$ cat src/rtl/cpm_pkg.sv
package cpm_pkg;
    localparam logic [7:0] CTRL_OFF = 8'h00;
    localparam logic [7:0] MAIN_PLL_OFF = 8'h04;
    localparam logic [7:0] ALT_PLL_OFF = 8'h08;
    localparam logic [7:0] CLK_SEL_OFF = 8'h0c;
    localparam logic [7:0] CLK_DIV_OFF = 8'h10;
    localparam logic [7:0] PERIPH_PWR_OFF = 8'h14;
    localparam logic [7:0] PWR_MODE_OFF = 8'h18;
    localparam logic [7:0] STATUS_OFF = 8'h1c;
    localparam int MAIN_EN_BIT = 0;
    localparam int ALT_EN_BIT = 1;
    localparam int MAIN_REF_BIT = 2;
    localparam int USB_ALT_BIT = 3;
    localparam int KEEP_32K_BIT = 4;
    localparam logic [4:0] CTRL_RESET = 5'h00;
    localparam logic [15:0] PLL_RESET = 16'h0102;
    localparam logic [7:0] PLL_DIV_MIN = 8'h02;
    localparam logic [3:0] CLK_SEL_RESET = 4'h0;
    localparam logic [15:0] CLK_DIV_RESET = 16'h0101;
    localparam logic [31:0] PERIPH_PWR_RESET = 32'h00000000;
    localparam int CLK_PERIOD_PS = 5000;
    localparam int CLK_FREQ_KHZ = 200000;
    localparam int IRC_START_NS = 60000;
    localparam int IRC_START_CYC = (IRC_START_NS * 1000 + CLK_PERIOD_PS - 1) / CLK_PERIOD_PS;
    localparam int IRC_FREQ_KHZ = 12000;
    localparam int IRC_RESUME_CYCLES = 4;
    localparam int IRC_RESUME_CYC =
        (IRC_RESUME_CYCLES * CLK_FREQ_KHZ + IRC_FREQ_KHZ - 1) / IRC_FREQ_KHZ;
    localparam int FLASH_START_NS = 100000;
    localparam int FLASH_START_CYC =
        (FLASH_START_NS * 1000 + CLK_PERIOD_PS - 1) / CLK_PERIOD_PS;
    typedef enum logic [1:0] {SRC_IRC, SRC_OSC, SRC_MAIN_PLL, SRC_ALT_PLL} clk_src_t;
    typedef enum logic [1:0] {MODE_RUN, MODE_DEEP_SLEEP, MODE_POWER_DOWN, MODE_DEEP_PD} mode_t;
    typedef enum logic [1:0] {OUT_OFF, OUT_RTC_32K, OUT_WDT_OSC, OUT_CPU} clock_output_pin_t;
endpackage

$ cat src/rtl/wake_if.sv
`timescale 1ns/1ps
interface wake_if;
    logic sleep;
    logic wake;
    logic irc_used;
    logic cpu_ok;
    logic flash_ok;
    modport ctrl (output sleep, output wake, output irc_used, input cpu_ok, input flash_ok);
    modport seq (input sleep, input wake, input irc_used, output cpu_ok, output flash_ok);
endinterface

$ cat src/rtl/clk_div.sv
`timescale 1ns/1ps
module clk_div #(
    parameter int W = 8
) (
    input wire logic i_clk,
    input wire logic i_reset_n,
    input wire logic [W-1:0] i_div,
    output logic o_tick
);
    logic [W-1:0] cnt_reg;
    wire logic at_end = (cnt_reg == '0);
    // a ratio of zero runs like one so the output never stalls
    wire logic [W-1:0] reload = (i_div == '0) ? '0 : i_div - W'(1);

    always_ff @(posedge i_clk or negedge i_reset_n)
    begin
        if (!i_reset_n)
            cnt_reg <= '0;
        else
            cnt_reg <= at_end ? reload : cnt_reg - W'(1);
    end

    assign o_tick = at_end;
endmodule

$ cat src/rtl/clock_power_manager.sv
// Operation
// - both loops off and powered down after reset
// - main loop reference rc or osc; alternate osc
// - loop output divider never below two
// - usb from main loop, alternate as option
// - per-clock source select plus following dividers
// - wait rc start-up on power-down wake
// - four rc cycles before code resumes
// - flash timer blocks flash until expiry
// - deep power-down powers off main domain
// - option keeps slow oscillator powered in deep
// - deep power-down exits on reset or alarm
// - wake mask captured on low-power entry
// - masked interrupt restarts processor without polling
// - watchdog oscillator clocks watchdog independently
// - watchdog oscillator runs while watchdog enabled
// - rtc gives second tick and slow clock
// - clock output can show watchdog oscillator
// - each peripheral has its own power off
// - backup domain stays powered when main off
`timescale 1ns/1ps
module clock_power_manager #(
    parameter int IRQ_N = 32,
    parameter int START_CYC = cpm_pkg::IRC_START_CYC,
    parameter int FLASH_CYC = cpm_pkg::FLASH_START_CYC
) (
    input wire logic i_clk,
    input wire logic i_reset_n,
    input wire logic [7:0] i_addr,
    input wire logic [31:0] i_wdata,
    input wire logic i_we,
    input wire logic i_re,
    input wire logic i_main_pll_lock,
    input wire logic i_alt_pll_lock,
    input wire logic [IRQ_N-1:0] i_irq_pend,
    input wire logic [IRQ_N-1:0] i_irq_mask,
    input wire logic i_rtc_alarm,
    input wire logic i_rtc_32k,
    input wire logic i_rtc_1hz,
    input wire logic i_wdt_osc,
    input wire logic i_wdt_en,
    output logic [31:0] o_rdata,
    output logic o_main_pll_pd,
    output logic o_alt_pll_pd,
    output logic o_main_pll_ref_osc,
    output logic [7:0] o_main_pll_mult,
    output logic [7:0] o_main_pll_div,
    output logic [7:0] o_alt_pll_mult,
    output logic [7:0] o_alt_pll_div,
    output logic [1:0] o_cpu_src,
    output logic o_cpu_clk_tick,
    output logic o_usb_from_alt,
    output logic o_usb_clk_tick,
    output logic o_clock_output_pin,
    output logic o_rtc_tick,
    output logic o_wdt_osc_en,
    output logic [31:0] o_periph_pwr_on,
    output logic o_main_domain_pwr,
    output logic o_backup_domain_pwr,
    output logic o_rtc_osc_pwr,
    output logic o_cpu_run,
    output logic o_flash_ok
);
    localparam int SN = IRQ_N + 6;
    typedef enum logic [1:0] {ST_RUN, ST_SLEEP, ST_DPD, ST_WAKE} pwr_st_t;

    // pins and analog flags cross in through two flops
    logic [SN-1:0] sync1_reg;
    logic [SN-1:0] sync2_reg;
    logic rtc_1hz_d_reg;
    logic [4:0] ctrl_reg;
    logic [15:0] main_pll_reg;
    logic [15:0] alt_pll_reg;
    logic [3:0] clk_sel_reg;
    logic [15:0] clk_div_reg;
    logic [31:0] periph_reg;
    logic [IRQ_N-1:0] wake_mask_reg;
    cpm_pkg::clk_src_t cpu_src_reg;
    cpm_pkg::mode_t mode_reg;
    pwr_st_t st_reg;
    logic clock_output_pin_reg;
    logic rtc_tick_reg;
    logic wdt_en_reg;
    logic [31:0] rdata_reg;

    wire logic [IRQ_N-1:0] irq_s = sync2_reg[IRQ_N-1:0];
    wire logic main_lock_s = sync2_reg[IRQ_N];
    wire logic alt_lock_s = sync2_reg[IRQ_N+1];
    wire logic alarm_s = sync2_reg[IRQ_N+2];
    wire logic rtc_32k_s = sync2_reg[IRQ_N+3];
    wire logic rtc_1hz_s = sync2_reg[IRQ_N+4];
    wire logic wdt_osc_s = sync2_reg[IRQ_N+5];

    function automatic logic hit(input logic [7:0] addr, input logic [7:0] off);
        hit = (addr == off);
    endfunction

    wire logic wr_ctrl = i_we && hit(i_addr, cpm_pkg::CTRL_OFF);
    wire logic wr_main = i_we && hit(i_addr, cpm_pkg::MAIN_PLL_OFF);
    wire logic wr_alt = i_we && hit(i_addr, cpm_pkg::ALT_PLL_OFF);
    wire logic wr_sel = i_we && hit(i_addr, cpm_pkg::CLK_SEL_OFF);
    wire logic wr_div = i_we && hit(i_addr, cpm_pkg::CLK_DIV_OFF);
    wire logic wr_periph = i_we && hit(i_addr, cpm_pkg::PERIPH_PWR_OFF);
    wire logic wr_mode = i_we && hit(i_addr, cpm_pkg::PWR_MODE_OFF);
    wire cpm_pkg::mode_t req_mode = cpm_pkg::mode_t'(i_wdata[1:0]);
    wire logic enter_low = wr_mode && (req_mode != cpm_pkg::MODE_RUN) && (st_reg == ST_RUN);

    wire logic main_en = ctrl_reg[cpm_pkg::MAIN_EN_BIT];
    wire logic alt_en = ctrl_reg[cpm_pkg::ALT_EN_BIT];
    wire logic main_ready = main_en && main_lock_s;
    wire logic alt_ready = alt_en && alt_lock_s;
    wire cpm_pkg::clk_src_t want_src = cpm_pkg::clk_src_t'(clk_sel_reg[1:0]);
    wire cpm_pkg::clock_output_pin_t out_sel = cpm_pkg::clock_output_pin_t'(clk_sel_reg[3:2]);
    // a loop output is only taken once it is locked, so the mux never sees a ragged clock
    wire logic src_ok = (want_src == cpm_pkg::SRC_MAIN_PLL) ? main_ready :
                        (want_src == cpm_pkg::SRC_ALT_PLL) ? alt_ready : 1'b1;
    wire logic cur_ok = (cpu_src_reg == cpm_pkg::SRC_MAIN_PLL) ? main_ready :
                        (cpu_src_reg == cpm_pkg::SRC_ALT_PLL) ? alt_ready : 1'b1;
    wire logic wake_irq = |(irq_s & wake_mask_reg);
    wire logic dpd_exit = (st_reg == ST_DPD) && alarm_s;
    wire logic pd_wake = (st_reg == ST_SLEEP) && wake_irq;

    wire logic [7:0] main_div_raw = main_pll_reg[7:0];
    wire logic [7:0] alt_div_raw = alt_pll_reg[7:0];

    wake_if wk ();

    assign wk.sleep = enter_low;
    assign wk.wake = pd_wake || dpd_exit;
    assign wk.irc_used = (cpu_src_reg == cpm_pkg::SRC_IRC) ||
                         ((cpu_src_reg == cpm_pkg::SRC_MAIN_PLL) && !o_main_pll_ref_osc);

    wake_seq #(
        .START_CYC(START_CYC),
        .FLASH_CYC(FLASH_CYC)
    ) u_wake (
        .i_clk(i_clk),
        .i_reset_n(i_reset_n),
        .wk(wk)
    );

    clk_div #(.W(8)) u_cpu_div (
        .i_clk(i_clk),
        .i_reset_n(i_reset_n),
        .i_div(clk_div_reg[7:0]),
        .o_tick(o_cpu_clk_tick)
    );

    clk_div #(.W(8)) u_usb_div (
        .i_clk(i_clk),
        .i_reset_n(i_reset_n),
        .i_div(clk_div_reg[15:8]),
        .o_tick(o_usb_clk_tick)
    );

    always_ff @(posedge i_clk or negedge i_reset_n)
    begin
        if (!i_reset_n)
        begin
            sync1_reg <= '0;
            sync2_reg <= '0;
            rtc_1hz_d_reg <= 1'b0;
        end
        else
        begin
            sync1_reg <= {i_wdt_osc, i_rtc_1hz, i_rtc_32k, i_rtc_alarm,
                          i_alt_pll_lock, i_main_pll_lock, i_irq_pend};
            sync2_reg <= sync1_reg;
            rtc_1hz_d_reg <= rtc_1hz_s;
        end
    end

    // config lives in the main domain and is lost when it is switched off
    always_ff @(posedge i_clk or negedge i_reset_n)
    begin
        if (!i_reset_n)
        begin
            ctrl_reg <= cpm_pkg::CTRL_RESET;
            main_pll_reg <= cpm_pkg::PLL_RESET;
            alt_pll_reg <= cpm_pkg::PLL_RESET;
            clk_sel_reg <= cpm_pkg::CLK_SEL_RESET;
            clk_div_reg <= cpm_pkg::CLK_DIV_RESET;
            periph_reg <= cpm_pkg::PERIPH_PWR_RESET;
        end
        else if (dpd_exit)
        begin
            ctrl_reg <= cpm_pkg::CTRL_RESET;
            main_pll_reg <= cpm_pkg::PLL_RESET;
            alt_pll_reg <= cpm_pkg::PLL_RESET;
            clk_sel_reg <= cpm_pkg::CLK_SEL_RESET;
            clk_div_reg <= cpm_pkg::CLK_DIV_RESET;
            periph_reg <= cpm_pkg::PERIPH_PWR_RESET;
        end
        else
        begin
            if (enter_low)
                ctrl_reg[1:0] <= 2'b00;
            else if (wr_ctrl)
                ctrl_reg <= i_wdata[4:0];
            if (wr_main)
                main_pll_reg <= i_wdata[15:0];
            if (wr_alt)
                alt_pll_reg <= i_wdata[15:0];
            if (wr_sel)
                clk_sel_reg <= i_wdata[3:0];
            if (wr_div)
                clk_div_reg <= i_wdata[15:0];
            if (wr_periph)
                periph_reg <= i_wdata;
        end
    end

    // current source follows the request only while the target is usable
    always_ff @(posedge i_clk or negedge i_reset_n)
    begin
        if (!i_reset_n)
            cpu_src_reg <= cpm_pkg::SRC_IRC;
        else if (dpd_exit || enter_low)
            cpu_src_reg <= (dpd_exit || cpu_src_reg[1]) ? cpm_pkg::SRC_IRC : cpu_src_reg;
        else if (!cur_ok)
            cpu_src_reg <= cpm_pkg::SRC_IRC;
        else if (src_ok && o_cpu_clk_tick)
            cpu_src_reg <= want_src;
    end

    always_ff @(posedge i_clk or negedge i_reset_n)
    begin
        if (!i_reset_n)
        begin
            st_reg <= ST_RUN;
            mode_reg <= cpm_pkg::MODE_RUN;
            wake_mask_reg <= '0;
        end
        else
        begin
            unique case (st_reg)
                ST_RUN:
                    if (enter_low)
                    begin
                        mode_reg <= req_mode;
                        wake_mask_reg <= i_irq_mask;
                        st_reg <= (req_mode == cpm_pkg::MODE_DEEP_PD) ? ST_DPD : ST_SLEEP;
                    end
                ST_SLEEP:
                    if (wake_irq)
                        st_reg <= ST_WAKE;
                ST_DPD:
                    if (alarm_s)
                        st_reg <= ST_WAKE;
                ST_WAKE:
                    if (wk.cpu_ok)
                    begin
                        st_reg <= ST_RUN;
                        mode_reg <= cpm_pkg::MODE_RUN;
                    end
            endcase
        end
    end

    always_ff @(posedge i_clk or negedge i_reset_n)
    begin
        if (!i_reset_n)
        begin
            clock_output_pin_reg <= 1'b0;
            rtc_tick_reg <= 1'b0;
            wdt_en_reg <= 1'b0;
        end
        else
        begin
            unique case (out_sel)
                cpm_pkg::OUT_OFF: clock_output_pin_reg <= 1'b0;
                cpm_pkg::OUT_RTC_32K: clock_output_pin_reg <= rtc_32k_s;
                cpm_pkg::OUT_WDT_OSC: clock_output_pin_reg <= wdt_osc_s;
                cpm_pkg::OUT_CPU: clock_output_pin_reg <= o_cpu_clk_tick;
            endcase
            rtc_tick_reg <= rtc_1hz_s && !rtc_1hz_d_reg;
            wdt_en_reg <= i_wdt_en;
        end
    end

    // reads carry no side effects; unmapped offsets read zero
    wire logic [31:0] status_word = {16'h0000, 4'h0, 2'(st_reg), 2'(mode_reg),
                                     2'(cpu_src_reg), wk.flash_ok, wk.cpu_ok,
                                     alt_lock_s, main_lock_s, alt_ready, main_ready};
    wire logic [31:0] rd_mux =
        hit(i_addr, cpm_pkg::CTRL_OFF) ? {27'h0, ctrl_reg} :
        hit(i_addr, cpm_pkg::MAIN_PLL_OFF) ? {16'h0, main_pll_reg} :
        hit(i_addr, cpm_pkg::ALT_PLL_OFF) ? {16'h0, alt_pll_reg} :
        hit(i_addr, cpm_pkg::CLK_SEL_OFF) ? {28'h0, clk_sel_reg} :
        hit(i_addr, cpm_pkg::CLK_DIV_OFF) ? {16'h0, clk_div_reg} :
        hit(i_addr, cpm_pkg::PERIPH_PWR_OFF) ? periph_reg :
        hit(i_addr, cpm_pkg::PWR_MODE_OFF) ? {30'h0, 2'(mode_reg)} :
        hit(i_addr, cpm_pkg::STATUS_OFF) ? status_word : 32'h00000000;

    always_ff @(posedge i_clk or negedge i_reset_n)
    begin
        if (!i_reset_n)
            rdata_reg <= '0;
        else
            rdata_reg <= i_re ? rd_mux : 32'h00000000;
    end

    assign o_rdata = rdata_reg;
    assign o_main_pll_pd = !main_en;
    assign o_alt_pll_pd = !alt_en;
    assign o_main_pll_ref_osc = ctrl_reg[cpm_pkg::MAIN_REF_BIT];
    assign o_main_pll_mult = main_pll_reg[15:8];
    assign o_alt_pll_mult = alt_pll_reg[15:8];
    // odd duty cycles come from ratio one, so clamp up
    assign o_main_pll_div = (main_div_raw < cpm_pkg::PLL_DIV_MIN) ?
                            cpm_pkg::PLL_DIV_MIN : main_div_raw;
    assign o_alt_pll_div = (alt_div_raw < cpm_pkg::PLL_DIV_MIN) ?
                           cpm_pkg::PLL_DIV_MIN : alt_div_raw;
    assign o_cpu_src = 2'(cpu_src_reg);
    // usb falls back to the main loop unless the alternate is up and asked for
    assign o_usb_from_alt = ctrl_reg[cpm_pkg::USB_ALT_BIT] && alt_ready;
    assign o_clock_output_pin = clock_output_pin_reg;
    assign o_rtc_tick = rtc_tick_reg;
    assign o_wdt_osc_en = wdt_en_reg;
    assign o_periph_pwr_on = (st_reg == ST_DPD) ? 32'h00000000 : periph_reg;
    assign o_main_domain_pwr = (st_reg != ST_DPD);
    assign o_backup_domain_pwr = 1'b1;
    assign o_rtc_osc_pwr = (st_reg != ST_DPD) || ctrl_reg[cpm_pkg::KEEP_32K_BIT];
    assign o_cpu_run = (st_reg == ST_RUN);
    assign o_flash_ok = wk.flash_ok;
endmodule

$ cat src/rtl/wake_seq.sv
`timescale 1ns/1ps
module wake_seq #(
    parameter int START_CYC = cpm_pkg::IRC_START_CYC,
    parameter int FLASH_CYC = cpm_pkg::FLASH_START_CYC
) (
    input wire logic i_clk,
    input wire logic i_reset_n,
    wake_if.seq wk
);
    localparam int CW = $clog2(FLASH_CYC + START_CYC + cpm_pkg::IRC_RESUME_CYC + 2);
    typedef enum logic [1:0] {SEQ_IDLE, SEQ_IRC_START, SEQ_IRC_CYC, SEQ_DONE} seq_t;
    seq_t st_reg;
    logic [CW-1:0] cnt_reg;
    logic [CW-1:0] fl_reg;
    logic cpu_ok_reg;
    logic flash_ok_reg;

    always_ff @(posedge i_clk or negedge i_reset_n)
    begin
        if (!i_reset_n)
        begin
            st_reg <= SEQ_DONE;
            cnt_reg <= '0;
            fl_reg <= '0;
            cpu_ok_reg <= 1'b1;
            flash_ok_reg <= 1'b1;
        end
        else if (wk.sleep)
        begin
            st_reg <= SEQ_IDLE;
            cpu_ok_reg <= 1'b0;
            flash_ok_reg <= 1'b0;
        end
        else if (wk.wake)
        begin
            st_reg <= wk.irc_used ? SEQ_IRC_START : SEQ_IRC_CYC;
            cnt_reg <= wk.irc_used ? CW'(START_CYC - 1) : CW'(cpm_pkg::IRC_RESUME_CYC - 1);
            fl_reg <= CW'(FLASH_CYC - 1);
        end
        else
        begin
            if (fl_reg != '0)
                fl_reg <= fl_reg - CW'(1);
            else if (st_reg != SEQ_IDLE)
                flash_ok_reg <= 1'b1;
            unique case (st_reg)
                SEQ_IDLE, SEQ_DONE: ;
                SEQ_IRC_START:
                    if (cnt_reg == '0)
                    begin
                        st_reg <= SEQ_IRC_CYC;
                        cnt_reg <= CW'(cpm_pkg::IRC_RESUME_CYC - 1);
                    end
                    else
                        cnt_reg <= cnt_reg - CW'(1);
                SEQ_IRC_CYC:
                    if (cnt_reg == '0)
                    begin
                        st_reg <= SEQ_DONE;
                        cpu_ok_reg <= 1'b1;
                    end
                    else
                        cnt_reg <= cnt_reg - CW'(1);
            endcase
        end
    end

    assign wk.cpu_ok = cpu_ok_reg;
    assign wk.flash_ok = flash_ok_reg;
endmodule

$ cat config.mk
export PLATFORM = sky130hd
export DESIGN_NAME = clock_power_manager
export DESIGN_NICKNAME = d
export VERILOG_FILES = /design/src/rtl/cpm_pkg.sv /design/src/rtl/wake_if.sv /design/src/rtl/clk_div.sv /design/src/rtl/clock_power_manager.sv /design/src/rtl/wake_seq.sv
export SDC_FILE = /design/constraint.sdc
export NUM_CORES = 1
export LEC_CHECK = 0
export BUFFER_PORTS_ARGS = -buffer_cell sky130_fd_sc_hd__buf_4
export CAP_MARGIN = 20
export CORE_ASPECT_RATIO = 0.5
export CORE_MARGIN = 4
export CORE_UTILIZATION = 56
export CTS_CLUSTER_DIAMETER = 50
export DETAILED_ROUTE_END_ITERATION = 16
export GPL_TIMING_DRIVEN = 0
export PLACE_DENSITY = 0.9
export SYNTH_ARGS = -nofsm -noshare
export SYNTH_HDL_FRONTEND = slang
export SYNTH_SLANG_ARGS = --single-unit
export TNS_END_PERCENT = 20
$ cat constraint.sdc
create_clock -name i_clk -period 2.9 [get_ports i_clk]
set_input_delay 0.58 -clock i_clk [delete_from_list [all_inputs] [get_ports i_clk]]
set_output_delay 0.58 -clock i_clk [all_outputs]
set_load 0.005 [all_outputs]
==> flow_summary.yaml <==
route:
  post-route-drc-count: 0
  wirelength_mm: 36.6
  dr.first_iter.drc_count: 987
  drt-pass1-iter-count: 6
  viasPerCell: 5.88
  vias: 10739
  wl_per_cell_um: 20.1
  antenna_left: 0
sta:
  post-route-period-util_pct: 98.7
  relSlewSlack_pct: 41.1
  maxSlewViolCount: 0
  fin_crit_ns: 2.86
  setup_viol: 0
  skew_ns: 0.0198
  fmax_ghz: 0.350
  worst_pin_slew_ns: 0.876
  hold_viol: 0
  grt_setup_unrepaired: "yes"
yosys:
  synth_cells: 1251
  synth-seq-area-share_pct: 57.9
  ys_types: 71
  synth-edff-count: 0
  synth-main-ff-cell: "dfrtp_1"
  ys_ff_latch: 289
  yosysWarnings: 0
  syn_area_um2: 12500
  avgSynthCellArea_um2: 9.99
  async_flop_share_pct: 100
  syn_nets: 1383
power:
  ir_worst_vdd_uv: 460
  power_mw: 8.96
  leakage_nw: 7.47
  powerDensity_nw_per_um2: 577
grt:
  antenna_found_initial: 0
  track_usage_pct: 29.3
  grt_pass1_vias: 11162
  grt.overflow.total: 0
  grt_max_degree: 130
  grt_pass1_wl_mm: 58.1
worst_setup_path:
  crit_required_ns: 2.32
  path_max_fanout: 10
  cp-end-kind: "output port"
  crit_slowest_cell: "dfrtp_1"
  startpoint_type: "register"
  cp_top_family: "buffers and inverters"
  slowest_delay_ns: 0.46
  critPathBufInv: 3
  path_class: "register to output port"
  crit_chain: "inv_1, ha_2, clkbuf_1, nor2b_1, buf_4"
  cp.arrival_ns: 2.28
clock_network:
  numCtsBuffers: 26
  htree_num_levels: 1
  clock_sinks: 289
  cts_tree: "built"
  clkSlewWorstSetupHoldPaths_ns: 0.07
  clock_path_buffers: 3
  cts_hold_buffers: 0
  clk_latency_ns: 0.56
  cts_root_buf: "clkbuf_16"
place:
  place_area_um2: 14600
  dp.cells: 1776
  dpl.hpwl_mm: 25.9
  portBuffers: 223
  place_congestion: 0.992
final_layout:
  area_growth_pct: 24.2
  layout.nets: 1638
  fillers: 1501
  n_antenna_cell: 0
  stdcell_area_um2: 15500
  utilization_pct: 71.2
  seq_area_um2: 7240
  stdcell_count: 1825
  drive_gt1_share_pct: 22.2
  multi_input_area_um2: 4750
min_path:
  min_path_type: "primary input to async pin"
die:
  num_io_pins: 227
  die_w_um: 219
  core_region_area_um2: 21800
  die_area_um2: 24900
  die_height_um: 114
  rows: 38
  start_util_pct: 57.3
run:
  maxCapViolCount: 0
status:
  outcome: "completed"
-- power by group --
group	total, mW	switching, mW	internal [mW]
Combinational	0.953	0.471	0.483
Sequential	4.50	0.223	4.28
Clock	3.51	1.57	1.94
-- logic make-up (layout without fill, tap and decap cells) --
| family | after synthesis | in the layout | share of synthesized area, % |
|---|---|---|---|
| other cells | 1 | 1 | 0.0300 |
| simple gates | 524 | 524 | 19.6 |
| mux | 16 | 16 | 1.32 |
| compound gates | 259 | 259 | 13.0 |
| fa+ha+maj | 17 | 17 | 1.70 |
| buf+inv | 114 | 388 | 4.23 |
| flops | 289 | 289 | 57.9 |
| xor+xnor | 31 | 31 | 2.17 |
-- placed cells by master, fill, tap and decap left out, types with 4 or more instances in the layout --
master,Yosys,final
nand2_1,304,304
dfrtp_1,279,279
buf_4,20,243
a21oi_1,118,118
clkbuf_1,56,56
nor2_1,41,41
nor2b_1,37,37
o21ai_0,33,32
nand3_1,26,26
clkbuf_16,0,26
inv_1,24,24
and2_1,22,22
nor3_1,19,19
xnor2_1,18,18
a22oi_1,16,16
ha_1,17,16
o22ai_1,14,14
xor2_1,13,13
mux2i_1,12,12
a222oi_1,12,12
nand2b_1,11,11
nor4_1,11,10
o211ai_1,10,10
or3_1,10,10
dfstp_2,10,10
buf_2,9,9
a22o_1,9,9
clkbuf_8,0,7
o31ai_1,6,6
and3_1,6,6
a31oi_1,6,6
nor4b_1,5,5
or4_1,5,5
clkinv_2,0,5
mux2_2,4,4
clkbuf_2,0,4
o21a_1,4,4
a32oi_1,4,4
nand4_1,4,4
o41ai_1,4,4
-- final timing paths --
kind / startpoint / endpoint / slack (ns) / depth (start not counted)
hold reg to reg: sync1_reg[11] / sync2_reg[11] / 0.35 / 0
hold / removal: i_reset_n / u_wake.cnt_reg[5] / 0.04 / 1
min in group i_clk: i_irq_pend[31] / sync1_reg[31] / 0.13 / 1
max in group asynchronous: i_reset_n / o_rdata[12] / 1.82 / 2
setup / recovery: st_reg[0] / o_periph_pwr_on[10] / 0.04 / 5
setup reg to reg: u_wake.st_reg[0] / u_wake.cnt_reg[11] / 0.12 / 9
-- cell type report --
class | instances | share of cell area (%)
Sequential cell | 289 | 46.6
Multi-Input combinational cell | 848 | 30.6
Timing Repair Buffer | 227 | 11.4
Clock buffer | 37 | 4.90
Buffer | 90 | 2.86
Tap cell | 300 | 2.42
Clock inverter | 10 | 0.668
Inverter | 24 | 0.580
-- routing by layer --
| metal | part of all wire, % | track usage, % |
|---|---|---|
| met1 | 37 | 37.9 |
| met2 | 49 | 49.1 |
| met3 | 9.2 | 5.56 |
| met4 | 4.4 | 12.2 |
| met5 | 0 | 0 |
-- cell usage after synthesis, drive strengths merged (13+ instances only) --
master / count / share of area [%]
a22oi: 16 / 0.96
inv: 24 / 0.72
xor2: 13 / 0.91
nor2b: 37 / 1.9
xnor2: 18 / 1.3
nand2: 305 / 9.2
a21oi: 120 / 4.9
ha: 17 / 1.7
o22ai: 14 / 0.70
dfrtp: 279 / 56
o21ai: 35 / 1.5
nor4: 13 / 0.82
nor2: 42 / 1.3
nand3: 26 / 1.0
nor3: 19 / 0.76
and2: 24 / 1.2
clkbuf: 56 / 1.7
buf: 34 / 1.8
-- stage by stage --
step                      hold WS [ns]  setup TNS, ns  setup slack (ns)
after floorplan                  0.284              0             0.474
after global placement           0.332        -289.29             -1.05
after detailed placement         0.336          -1.96            -0.123
after CTS                       0.0514              0           0.00470
after global routing            0.0735         -0.134           -0.0719
final                           0.0379              0            0.0390
-- worst register-to-register path: cells and delay by family (launching register included) --
kind	cells	cell delay [ns]
compound gates	2	0.38
flops	1	0.54
buf+inv	3	0.46
fa+ha+maj	1	0.27
simple gates	3	1.02
-- repair_timing --
| item | CTS | global route |
|---|---|---|
| setup endpoints to repair | 23 | 16 |
| pin swaps | 1 | 1 |
| buffers inserted | 0 | 2 |
| resized for setup | 4 | 7 |
(Power assumes the default switching activity.)
